==> src/inc/lts_pkg.sv <==
// Constants, types and register map of the lamp test sequencer.
// Assumes a 10 MHz system clock and a millisecond tick derived from it.
package lts_pkg;

	// -------------------------------------------------------------------
	// Sizes
	// -------------------------------------------------------------------
	localparam int NUM_LAMPS   = 62;
	localparam int NUM_SOURCES = 16;
	localparam int SELECT_W    = 4;
	localparam int IDX_W       = 6;
	localparam int CNT_W       = 16;
	localparam int DATA_W      = 32;
	localparam int ADDR_W      = 12;

	// -------------------------------------------------------------------
	// Timing
	// -------------------------------------------------------------------
	localparam int CLK_PERIOD_NS  = 100;
	localparam int TICK_PERIOD_NS = 1000000;
	localparam int TICK_CYCLES    = (TICK_PERIOD_NS + CLK_PERIOD_NS - 1) / CLK_PERIOD_NS;
	localparam int TICK_MS        = 1;
	localparam int FILTER_MS      = 250;
	localparam int STEP_S         = 1;
	localparam int STAGE1_MAX_MIN = 1;
	localparam logic [CNT_W-1:0] FILTER_TICKS = CNT_W'(FILTER_MS / TICK_MS);
	localparam logic [CNT_W-1:0] STEP_TICKS   = CNT_W'(STEP_S * 1000 / TICK_MS);
	localparam logic [CNT_W-1:0] STAGE1_TICKS = CNT_W'(STAGE1_MAX_MIN * 60000 / TICK_MS);
	localparam logic [CNT_W-1:0] FILTER_LAST  = FILTER_TICKS - 16'h0001;
	localparam logic [CNT_W-1:0] STEP_LAST    = STEP_TICKS - 16'h0001;
	localparam logic [CNT_W-1:0] STAGE1_LAST  = STAGE1_TICKS - 16'h0001;
	localparam logic [IDX_W-1:0] LAST_IDX     = IDX_W'(NUM_LAMPS - 1);

	// -------------------------------------------------------------------
	// Register map
	// -------------------------------------------------------------------
	localparam logic [ADDR_W-1:0] ADDR_CTRL      = 12'h000;
	localparam logic [ADDR_W-1:0] ADDR_SELECT    = 12'h004;
	localparam logic [ADDR_W-1:0] ADDR_STATUS    = 12'h008;
	localparam logic [ADDR_W-1:0] ADDR_SHADOW_LO = 12'h00C;
	localparam logic [ADDR_W-1:0] ADDR_SHADOW_HI = 12'h010;
	localparam int                CTRL_ENABLE_BIT = 0;
	localparam logic              ENABLE_RESET    = 1'h0;
	localparam logic [SELECT_W-1:0] SELECT_RESET  = 4'h0;

	// -------------------------------------------------------------------
	// Types
	// -------------------------------------------------------------------
	typedef enum logic [3:0]
	{
		ST_IDLE     = 4'h1,
		ST_ALL_ON   = 4'h2,
		ST_WALK_ON  = 4'h4,
		ST_WALK_OFF = 4'h8
	} lts_state_type;

	typedef struct packed
	{
		logic [IDX_W-1:0] index;
		logic             lead;
		lts_state_type    state;
		logic             active;
	} lts_status_type;

endpackage

==> src/hdl/lts_ctrl_filter.sv <==
// Control input conditioning: three-stage synchroniser and 250 ms filter.
// Assumes the raw control may change at any time relative to the clock.
`timescale 1ns/1ns
`default_nettype none
module lts_ctrl_filter
(
	input  wire logic i_clk,
	input  wire logic i_sys_rst,
	input  wire logic i_clk_en,
	input  wire logic i_tick,
	input  wire logic i_raw,
	output var  logic o_level,
	output var  logic o_rise
);
	logic                     sync1;
	logic                     sync2;
	logic                     sync3;
	logic [lts_pkg::CNT_W-1:0] hold;

	always_ff @(posedge i_clk)
	begin
		if (i_sys_rst)
		begin
			sync1 <= 1'h0;
			sync2 <= 1'h0;
			sync3 <= 1'h0;
		end
		else if (i_clk_en)
		begin
			sync1 <= i_raw;
			sync2 <= sync1;
			sync3 <= sync2;
		end
	end

	// Any disagreement restarts the hold time, so short pulses vanish
	always_ff @(posedge i_clk)
	begin
		if (i_sys_rst)
		begin
			hold    <= '0;
			o_level <= 1'h0;
			o_rise  <= 1'h0;
		end
		else if (i_clk_en)
		begin
			o_rise <= 1'h0;
			if ((sync2 != sync3) || (sync3 == o_level))
				hold <= '0;
			else if (i_tick)
			begin
				if (hold == lts_pkg::FILTER_LAST)
				begin
					hold    <= '0;
					o_level <= sync3;
					o_rise  <= sync3;
				end
				else
					hold <= hold + 16'h0001;
			end
		end
	end
endmodule
`default_nettype wire

==> src/hdl/lts_ms_tick.sv <==
// Millisecond time base: one-cycle tick every CYCLES clocks.
// Assumes CYCLES is at least 2.
`timescale 1ns/1ns
`default_nettype none
module lts_ms_tick
#(
	parameter int CYCLES = lts_pkg::TICK_CYCLES
)
(
	input  wire logic i_clk,
	input  wire logic i_sys_rst,
	input  wire logic i_clk_en,
	output var  logic o_tick
);
	localparam int          W    = $clog2(CYCLES);
	localparam logic [W-1:0] LAST = W'(CYCLES - 1);

	logic [W-1:0] count;

	// Shared by filter, step and stage one limit
	always_ff @(posedge i_clk)
	begin
		if (i_sys_rst)
		begin
			count  <= '0;
			o_tick <= 1'h0;
		end
		else if (i_clk_en)
		begin
			count  <= (count == LAST) ? '0 : count + 1'h1;
			o_tick <= (count == LAST);
		end
	end
endmodule
`default_nettype wire

==> src/hdl/lts_sequencer.sv <==
// Lamp test sequencer with APB register slave.
// Assumes lamp requests come from logic on i_clk; operands may be async pins.
//
// Local design decisions: the register addresses and the APB interface to the registers.
`timescale 1ns/1ns
`default_nettype none
module lts_sequencer
#(
	parameter int TICK_CYCLES = lts_pkg::TICK_CYCLES,
	parameter int NUM_SOURCES = lts_pkg::NUM_SOURCES
)
(
	input  wire logic                           i_clk,
	input  wire logic                           i_sys_rst,
	input  wire logic                           i_clk_en,
	input  wire logic                           i_psel,
	input  wire logic                           i_penable,
	input  wire logic                           i_pwrite,
	input  wire logic [lts_pkg::ADDR_W-1:0]     i_paddr,
	input  wire logic [lts_pkg::DATA_W-1:0]     i_pwdata,
	output var  logic [lts_pkg::DATA_W-1:0]     o_prdata,
	output var  logic                           o_pready,
	output var  logic                           o_pslverr,
	input  wire logic [NUM_SOURCES-1:0]         i_operand,
	input  wire logic [lts_pkg::NUM_LAMPS-1:0]  i_lamp_req,
	input  wire logic                           i_reset_button,
	output var  logic [lts_pkg::NUM_LAMPS-1:0]  o_lamp,
	output var  logic                           o_target_clear,
	output var  logic                           o_active,
	output var  logic                           o_start_event
);
	// -------------------------------------------------------------------
	// Declarations
	// -------------------------------------------------------------------
	localparam logic [lts_pkg::NUM_LAMPS-1:0] ALL_ON  = {lts_pkg::NUM_LAMPS{1'b1}};
	localparam logic [lts_pkg::NUM_LAMPS-1:0] ALL_OFF = {lts_pkg::NUM_LAMPS{1'b0}};

	lts_pkg::lts_state_type              state;
	logic                                func_enable;
	logic [lts_pkg::SELECT_W-1:0]        source_sel;
	logic                                tick;
	logic                                ctrl_raw;
	logic                                ctrl_level;
	logic                                ctrl_rise;
	logic [lts_pkg::CNT_W-1:0]           ms_cnt;
	logic [lts_pkg::IDX_W-1:0]           idx;
	logic                                lead;
	logic [lts_pkg::NUM_LAMPS-1:0]       shadow;
	lts_pkg::lts_status_type             status;
	logic                                step_done;
	logic                                setup;
	logic                                access;
	logic                                next_err;
	logic [lts_pkg::DATA_W-1:0]          next_rdata;

	// Lamp index order is column major from the top-left panel
	function automatic logic [lts_pkg::NUM_LAMPS-1:0] lamp_bit
	(
		input logic [lts_pkg::IDX_W-1:0] index
	);
		lamp_bit        = ALL_OFF;
		lamp_bit[index] = 1'b1;
	endfunction

	function automatic logic addr_known
	(
		input logic [lts_pkg::ADDR_W-1:0] addr
	);
		addr_known = (addr == lts_pkg::ADDR_CTRL) || (addr == lts_pkg::ADDR_SELECT) ||
			(addr == lts_pkg::ADDR_STATUS) || (addr == lts_pkg::ADDR_SHADOW_LO) ||
			(addr == lts_pkg::ADDR_SHADOW_HI);
	endfunction

	// -------------------------------------------------------------------
	// Time base and control input
	// -------------------------------------------------------------------
	lts_ms_tick
	#(
		.CYCLES (TICK_CYCLES)
	)
	u_tick
	(
		.i_clk     (i_clk),
		.i_sys_rst (i_sys_rst),
		.i_clk_en  (i_clk_en),
		.o_tick    (tick)
	);

	// Out-of-range selection reads as a released control
	assign ctrl_raw = (int'(source_sel) < NUM_SOURCES) ? i_operand[source_sel] : 1'b0;

	lts_ctrl_filter u_filter
	(
		.i_clk     (i_clk),
		.i_sys_rst (i_sys_rst),
		.i_clk_en  (i_clk_en),
		.i_tick    (tick),
		.i_raw     (ctrl_raw),
		.o_level   (ctrl_level),
		.o_rise    (ctrl_rise)
	);

	// -------------------------------------------------------------------
	// Sequencer
	// -------------------------------------------------------------------
	assign step_done = tick && (ms_cnt == lts_pkg::STEP_LAST);

	always_ff @(posedge i_clk)
	begin
		if (i_sys_rst)
		begin
			state         <= lts_pkg::ST_IDLE;
			ms_cnt        <= '0;
			idx           <= '0;
			lead          <= 1'b0;
			o_active      <= 1'b0;
			o_start_event <= 1'b0;
		end
		else if (i_clk_en)
		begin
			o_start_event <= 1'b0;
			case (state)
				lts_pkg::ST_IDLE:
				begin
					if (func_enable && ctrl_rise)
					begin
						state         <= lts_pkg::ST_ALL_ON;
						ms_cnt        <= '0;
						o_active      <= 1'b1;
						o_start_event <= 1'b1;
					end
				end
				lts_pkg::ST_ALL_ON:
				begin
					if (!func_enable)
					begin
						state    <= lts_pkg::ST_IDLE;
						o_active <= 1'b0;
					end
					else if (!ctrl_level)
					begin
						state  <= lts_pkg::ST_WALK_ON;
						ms_cnt <= '0;
						idx    <= '0;
						lead   <= 1'b1;
					end
					else if (tick)
					begin
						if (ms_cnt == lts_pkg::STAGE1_LAST)
						begin
							state    <= lts_pkg::ST_IDLE;
							o_active <= 1'b0;
						end
						else
							ms_cnt <= ms_cnt + 16'h0001;
					end
				end
				lts_pkg::ST_WALK_ON, lts_pkg::ST_WALK_OFF:
				begin
					if (!func_enable || ctrl_rise)
					begin
						state    <= lts_pkg::ST_IDLE;
						o_active <= 1'b0;
					end
					else if (step_done)
					begin
						ms_cnt <= '0;
						if (lead)
							lead <= 1'b0;
						else if (idx != lts_pkg::LAST_IDX)
							idx <= idx + 6'h01;
						else if (state == lts_pkg::ST_WALK_ON)
						begin
							state <= lts_pkg::ST_WALK_OFF;
							idx   <= '0;
							lead  <= 1'b1;
						end
						else
						begin
							state    <= lts_pkg::ST_IDLE;
							o_active <= 1'b0;
						end
					end
					else if (tick)
						ms_cnt <= ms_cnt + 16'h0001;
				end
				default:
				begin
					state    <= lts_pkg::ST_IDLE;
					o_active <= 1'b0;
				end
			endcase
		end
	end

	// -------------------------------------------------------------------
	// Lamp drive
	// -------------------------------------------------------------------
	// Relay requests keep landing in the shadow even mid-test
	always_ff @(posedge i_clk)
	begin
		if (i_sys_rst)
			shadow <= ALL_OFF;
		else if (i_clk_en)
			shadow <= i_lamp_req;
	end

	always_ff @(posedge i_clk)
	begin
		if (i_sys_rst)
			o_lamp <= ALL_OFF;
		else if (i_clk_en)
		begin
			case (state)
				lts_pkg::ST_ALL_ON:   o_lamp <= ALL_ON;
				lts_pkg::ST_WALK_ON:  o_lamp <= lead ? ALL_OFF : lamp_bit(idx);
				lts_pkg::ST_WALK_OFF: o_lamp <= lead ? ALL_ON : ~lamp_bit(idx);
				default:              o_lamp <= shadow;
			endcase
		end
	end

	// Faceplate reset pulse passes through only outside a test
	always_ff @(posedge i_clk)
	begin
		if (i_sys_rst)
			o_target_clear <= 1'b0;
		else if (i_clk_en)
			o_target_clear <= i_reset_button && (state == lts_pkg::ST_IDLE) &&
				!(func_enable && ctrl_rise);
	end

	// -------------------------------------------------------------------
	// APB slave
	// -------------------------------------------------------------------
	assign setup    = i_psel && !i_penable;
	assign access   = i_psel && i_penable;
	assign o_pready = 1'b1;

	assign status = '{index: idx, lead: lead, state: state, active: o_active};

	always_comb
	begin
		next_rdata = '0;
		next_err   = !addr_known(i_paddr);
		if (i_paddr == lts_pkg::ADDR_CTRL)
			next_rdata[lts_pkg::CTRL_ENABLE_BIT] = func_enable;
		else if (i_paddr == lts_pkg::ADDR_SELECT)
			next_rdata[lts_pkg::SELECT_W-1:0] = source_sel;
		else if (i_paddr == lts_pkg::ADDR_STATUS)
			next_rdata[$bits(lts_pkg::lts_status_type)-1:0] = status;
		else if (i_paddr == lts_pkg::ADDR_SHADOW_LO)
			next_rdata = shadow[lts_pkg::DATA_W-1:0];
		else if (i_paddr == lts_pkg::ADDR_SHADOW_HI)
			next_rdata[lts_pkg::NUM_LAMPS-lts_pkg::DATA_W-1:0] =
				shadow[lts_pkg::NUM_LAMPS-1:lts_pkg::DATA_W];
		if (i_pwrite && (i_paddr != lts_pkg::ADDR_CTRL) && (i_paddr != lts_pkg::ADDR_SELECT))
			next_err = 1'b1;
	end

	// Answer is prepared in setup so pready can stay high
	always_ff @(posedge i_clk)
	begin
		if (i_sys_rst)
		begin
			o_prdata  <= '0;
			o_pslverr <= 1'b0;
		end
		else if (i_clk_en && setup)
		begin
			o_prdata  <= i_pwrite ? '0 : next_rdata;
			o_pslverr <= next_err;
		end
	end

	always_ff @(posedge i_clk)
	begin
		if (i_sys_rst)
		begin
			func_enable <= lts_pkg::ENABLE_RESET;
			source_sel  <= lts_pkg::SELECT_RESET;
		end
		else if (i_clk_en && access && i_pwrite)
		begin
			if (i_paddr == lts_pkg::ADDR_CTRL)
				func_enable <= i_pwdata[lts_pkg::CTRL_ENABLE_BIT];
			else if (i_paddr == lts_pkg::ADDR_SELECT)
				source_sel <= i_pwdata[lts_pkg::SELECT_W-1:0];
		end
	end
endmodule
`default_nettype wire

==> config.mk <==
export PLATFORM = sky130hd
export DESIGN_NAME = lts_sequencer
export DESIGN_NICKNAME = d
export VERILOG_FILES = /design/src/inc/lts_pkg.sv /design/src/hdl/lts_ctrl_filter.sv /design/src/hdl/lts_ms_tick.sv /design/src/hdl/lts_sequencer.sv
export SDC_FILE = /design/constraint.sdc
export NUM_CORES = 1
export LEC_CHECK = 0
export BUFFER_PORTS_ARGS = -buffer_cell sky130_fd_sc_hd__buf_4
export CAP_MARGIN = 10
export CORE_MARGIN = 2
export CORE_UTILIZATION = 40
export CTS_CLUSTER_DIAMETER = 30
export CTS_CLUSTER_SIZE = 30
export DETAILED_ROUTE_END_ITERATION = 8
export PLACE_DENSITY = 0.73
export SLEW_MARGIN = 20
export SYNTH_ARGS = -nofsm -noshare
export SYNTH_HDL_FRONTEND = slang
export SYNTH_SLANG_ARGS = --single-unit
==> constraint.sdc <==
create_clock -name i_clk -period 2.3 [get_ports i_clk]
set_input_delay 0.115 -clock i_clk [delete_from_list [all_inputs] [get_ports i_clk]]
set_output_delay 0.115 -clock i_clk [all_outputs]
set_load 0.005 [all_outputs]
[Word-level counts from Yosys, hierarchy flattened]
Cells that the tools add are included.
Cells by class
  eq/ne operators: 35
  magnitude comparators: 3
  reduce and logical (&&, ||, !) cells: 37
  bitwise gates (word level): 3
  mux-type cells: 74
  $add $sub $neg: 4
Operators with widths (count)
  $pmux 62 s3: 1
  $mux 16: 11
  $mux 62: 2
  $not 62->62: 1
  $mux 30: 2
  $pmux 16 s3: 1
  $mux 4: 11
  $mux 6: 7
  $add 16x1->16 const B: 2
  $mux 32: 1
  $mux 31: 1
  $mux 28: 1
  $mux 1: 26
  $eq 12x4->1 const B: 2
  $ne 3x3->1 const B: 8
  $mux 20: 1
  $eq 16x10->1 const B: 1
  $eq 16x16->1 const B: 1
  $eq 16x8->1 const B: 1
  $reduce_and 8->1: 2
  $add 14x1->14 const B: 1
  $eq 14x14->1 const B: 1
  $mux 14: 1
  $eq 12x3->1 const B: 1
  other kinds (40): 69
Storage, ports and cells
  logic and storage cells: 177
  flip-flop bits (word level): 228
  output and inout bits: 99
  input bits: 129

[Logic depth before layout (Yosys ltp)]
  depth in word-level cells: 7
  gate-level depth with buffers: 9
  depth with buffers taken out: 7

[Modules after synthesis]
Synthesis repeated with hierarchy kept, for this count alone.
Second synthesis, totals
  cells, all modules: 1373
  area, all modules: 11422.2 um^2
Modules (own cells, without submodules)
  lts_sequencer: cells an instance 1167, times used 1, sequential area each 3843.7 um^2, area each 9506.6 um^2
  lts_ctrl_filter: cells an instance 129, times used 1, sequential area each 420.4 um^2, area each 1227.4 um^2
  lts_ms_tick: cells an instance 77, times used 1, sequential area each 300.3 um^2, area each 688.2 um^2

[Least setup slack after synthesis]
OpenSTA, ideal clock, no wires.
  path type: flip-flop to flip-flop
  from: register idx[1] (netlist bit)
  to: register idx[0] (netlist bit)
  required time: 2.230 ns
  path buffers: 2
  setup time: 0.070 ns
  path slack: 0.163 ns
  stages on the path, launching flop included: 10
  period minus slack after synthesis: 2.137 ns
  arrival time: 2.067 ns
  cells stage by stage: dfxtp_1 -> clkbuf_1 -> inv_1 -> ha_1 -> nand2_1 -> nor3_1 -> a2111o_1 -> buf_6 -> or4_1 -> a21oi_1
On the way
  word-level cells in the longest chain between the ends: 6
  elaborated cells between the ends (all ways): 8
  classes of those cells: eq/ne (2); mux (5); reduce/logical (1)
Ends and longest elaborated chain
  start: declaration: RTL line lts_sequencer.sv:46  | logic [lts_pkg::IDX_W-1:0] idx;
  start signal: assignment: RTL line lts_sequencer.sv:171  | idx <= idx + 6'h01;
  $ne 6x6->1 (*): RTL line lts_sequencer.sv:170  | else if (idx != lts_pkg::LAST_IDX)
  $mux 6: RTL line lts_sequencer.sv:170
  $mux 6: RTL line lts_sequencer.sv:168  | if (lead)
  $mux 6: RTL line lts_sequencer.sv:165  | else if (step_done)
  $mux 6: RTL line lts_sequencer.sv:160  | if (!func_enable || ctrl_rise)
  $pmux 6 s2: RTL line lts_sequencer.sv:122  | case (state)
Mark *: on every way between the ends. The rest lies on a longest branch, timed or not. The select of a mux whose other input is x is not followed.
A chain may end at the register's enable or synchronous reset.

[Final worst setup path]
  from: register ms_cnt[0] (netlist bit)
  to: register ms_cnt[9] (netlist bit)
On the way
  word-level cells in the longest chain between the ends: 6
  elaborated cells between the ends (all ways): 15
  classes of those cells: add/sub (1); eq/ne (4); mux (8); reduce/logical (2)
Ends and longest elaborated chain
  start: declaration: RTL line lts_sequencer.sv:45  | logic [lts_pkg::CNT_W-1:0] ms_cnt;
  start signal: assignment: RTL line lts_sequencer.sv:155  | ms_cnt <= ms_cnt + 16'h0001;
  start signal: assignment: RTL line lts_sequencer.sv:185  | ms_cnt <= ms_cnt + 16'h0001;
  $add 16x1->16: RTL line lts_sequencer.sv:155, lts_sequencer.sv:185
  $mux 16: RTL line lts_sequencer.sv:149  | if (ms_cnt == lts_pkg::STAGE1_LAST)
  $mux 16: RTL line lts_sequencer.sv:147  | else if (tick)
  $mux 16: RTL line lts_sequencer.sv:140  | else if (!ctrl_level)
  $mux 16: RTL line lts_sequencer.sv:135  | if (!func_enable)
  $pmux 16 s3: RTL line lts_sequencer.sv:122
Parallel ways exist; a longest one is shown, timed or not. The select of a mux whose other input is x is not followed.

==> results.yml <==
detailed_routing:
  viasPerCell: 5.65
  wire_per_inst_um: 17.9
  drc: 0
  first_pass_iters: 5
  antenna_left: 0
  dr_total_vias: 11669
  drtIter0Drc: 931
  wl_um: 36900
cells_and_area:
  antenna_cells: 0
  regArea_mm2: 0.00457
  fill_cells: 2248
  final_nets: 1786
  area_growth_pct: 43.1
  drive_above_1_share_pct: 24.0
  multi_input_area_mm2: 0.00602
synth:
  synth_top_family_by_area: "compound AO/OA/AOI/OAI gates"
  synthCells: 1355
  synth_cell_types: 74
  muxShareOfSynthArea_pct: 7.87
  yosys-top-cells-area: "dfxtp_1 (41%), mux2i_1 (6.9%), nor2_1 (6.3%)"
  synth_top_area_share_pct: 41.1
  syn_avg_cell_area_um2: 8.19
  yosysMostFrequentCell: "dfxtp_1"
  async_reset_ff_share_pct: 0
  synth_seq_cells: 228
  synth-compound-area-share_pct: 21.8
  mappedNetlistArea_mm2: 0.0111
  synth-main-ff-cell: "dfxtp_1"
  synthTopCellsByCount: "dfxtp_1 (228), nor2_1 (187), nand2_1 (140), a21oi_1 (115), clkbuf_1 (101)"
  synth_fa_ha_area_share_pct: 0.676
  syn_nets: 1490
  synthSimpleGateAreaFrac_pct: 21.3
  synth_xor_area_share_pct: 1.96
  synth-seq-area-share_pct: 41.1
  synth_area_leader_cell: "dfxtp_1"
  synth_edf_count: 0
  ys_warn_count: 0
worst_setup_path:
  path_class: "reg -> reg"
  endpoint_kind: "flop"
  critPathLaunchType: "flop"
  arrival_ns: 2.61
  worst-path-max-fanout: 6
  worstPathRequired_ns: 2.71
floorplanning:
  start_util_pct: 41.0
  die_height_um: 171
  die_x_um: 171
  placementRows: 60
  ioPinCount: 228
  core_area_mm2: 0.0271
  dieArea_mm2: 0.0291
global_route:
  grt_overflow: 0
  antenna_found_initial: 0
  grt_util_all_layers_pct: 24.7
  grt_pass1_vias: 10971
  grt_max_degree: 97
  grt_pass1_wl_um: 58100
clocking:
  clk_path_buf_depth: 3
  clkLatencyLatePin_ns: 0.56
  cts_tree: "built"
  cts_made_buffers: 50
  path_clk_slew_ns: 0.05
  numClockSinks: 228
  root_buffer: "clkbuf_16"
  htree_levels: 2
hold_path:
  hp-class: "in -> reg"
pwr:
  finalPower_mw: 12.5
  p_leak_nw: 6.36
  cellPowerDensity_mw_per_mm2: 784
  vdd_drop_max_mv: 0.744
timing:
  relSlewSlack_pct: 55.6
  tightestPinTransition_ns: 0.649
  rsz0062_at_grt: "false"
  min_period_over_period_pct: 95.8
  final-setup-viol-count: 0
  setup_slack_ns: 0.0970
  slew_viol_final: 0
  setup_tns_ns: 0
  finalHoldViolCount: 0
  fin_skew_ns: 0.0276
  finalCriticalPeriod_ns: 2.20
  max_freq_mhz: 454
place:
  place.port_buffers: 198
  hpwl_um: 24000
  pre_cts_ws_ns: 0.0104
  gp_congestion: 0.889
run_status:
  status: "complete, no violations"
run:
  maxCapViolCount: 0
[registers in the layout, summed over array words and instances (netlist names), 6 cells and up]
| register | flops |
|---|---|
| idx | 6 |
| shadow | 62 |
| u_tick.count | 14 |
| u_filter.hold | 16 |
| o_prdata | 32 |
| ms_cnt | 16 |
| o_lamp | 62 |
[metrics by stage]
| step | utilization [%] | area [µm²] | instances | hold slack, ns |
|---|---|---|---|---|
| 2_1_floorplan | - | 11100 | 1355 | 0.262 |
| 3_3_place_gp | 49.0 | 13300 | 1885 | 0.347 |
| 3_5_place_dp | 49.0 | 13300 | 1885 | 0.355 |
| 4_1_cts | 58.5 | 15900 | 2065 | 0.0235 |
| 5_1_grt | 58.6 | 15900 | 2065 | 0.0414 |
| 6_report | 58.6 | 15900 | 2065 | 0.0444 |
[final timing paths]
path,depth (start not counted),end,slack (ns),from
max reg2reg,6,ms_cnt[9]$_SDFFE_PP0P_,0.1,ms_cnt[0]$_SDFFE_PP0P_
min,4,o_prdata[0]$_SDFFE_PP0P_,0.04,i_paddr[4]
max,6,ms_cnt[9]$_SDFFE_PP0P_,0.1,ms_cnt[0]$_SDFFE_PP0P_
min reg2reg,2,o_prdata[4]$_SDFFE_PP0P_,0.46,o_prdata[4]$_SDFFE_PP0P_
[critical path, stage by stage, from the launching register on]
cell and delay, ns:
dfxtp_1 0.33, ha_1 0.18, nand4_1 0.19, or4_4 0.59
or3_1 0.50, nand3_1 0.19, o32ai_1 0.09
[layer usage]
metal / global-route usage, % / up-vias / routed length [µm]
li1: - / 5588 / -
met1: 33.6 / 5509 / 16100
met2: 38.5 / 496 / 16900
met3: 5.55 / 76 / 2920
met4: 9.03 / 0 / 958
met5: 0 / - / 0
[cell families after synthesis]
kind of cell	Yosys count
xor+xnor	24
simple gates	501
other cells	1
flops	228
compound gates	373
fa+ha+maj	6
mux	81
buf+inv	141
[layout by cell type, fill, tap and decap left out, types with 5 or more instances in the layout]
cell type,n
bufinv_16,5
mux2i_1,76
clkbuf_16,51
a211oi_1,7
nor2b_1,10
nor3_2,5
nand2b_1,10
or4_1,10
nor4_1,7
a21oi_1,115
nand4_1,19
and3_1,12
or3_1,6
a32o_1,5
inv_1,13
buf_4,279
inv_8,5
nand3_1,36
clkinv_2,11
xor2_1,15
a22oi_1,24
clkinvlp_4,6
o21ai_0,45
inv_6,6
dlygate4sd3_1,86
o211ai_1,6
dfxtp_1,226
nand2_1,139
mux4_2,5
nor3_1,18
o22ai_1,5
xnor2_1,8
ha_1,6
and2_1,6
a31oi_1,74
nor2_1,187
a311oi_1,63
[cell type report]
class                           count  share of cell area (%)
Multi-Input combinational cell    986                    37.9
Sequential cell                   228                    28.8
Timing Repair Buffer              371                    19.2
Clock buffer                       56                    8.28
Tap cell                          372                    2.93
Clock inverter                     38                    2.61
Inverter                           14                   0.331
[where the power goes]
part           switching, mW  internal [mW]
logic                  0.449          0.499
registers              0.126           4.11
clock network           2.51           4.76
[timing repair]
action                                 in CTS  in global routing
gates cloned                                0                  0
endpoints found under the hold margin      84                  0
pin swaps                                   0                  0
resized for setup                           1                  5
hold buffers                               86                  0
setup endpoints to repair                   2                 15
buffers inserted                            0                  0
Power figures use the tool's default switching activity.
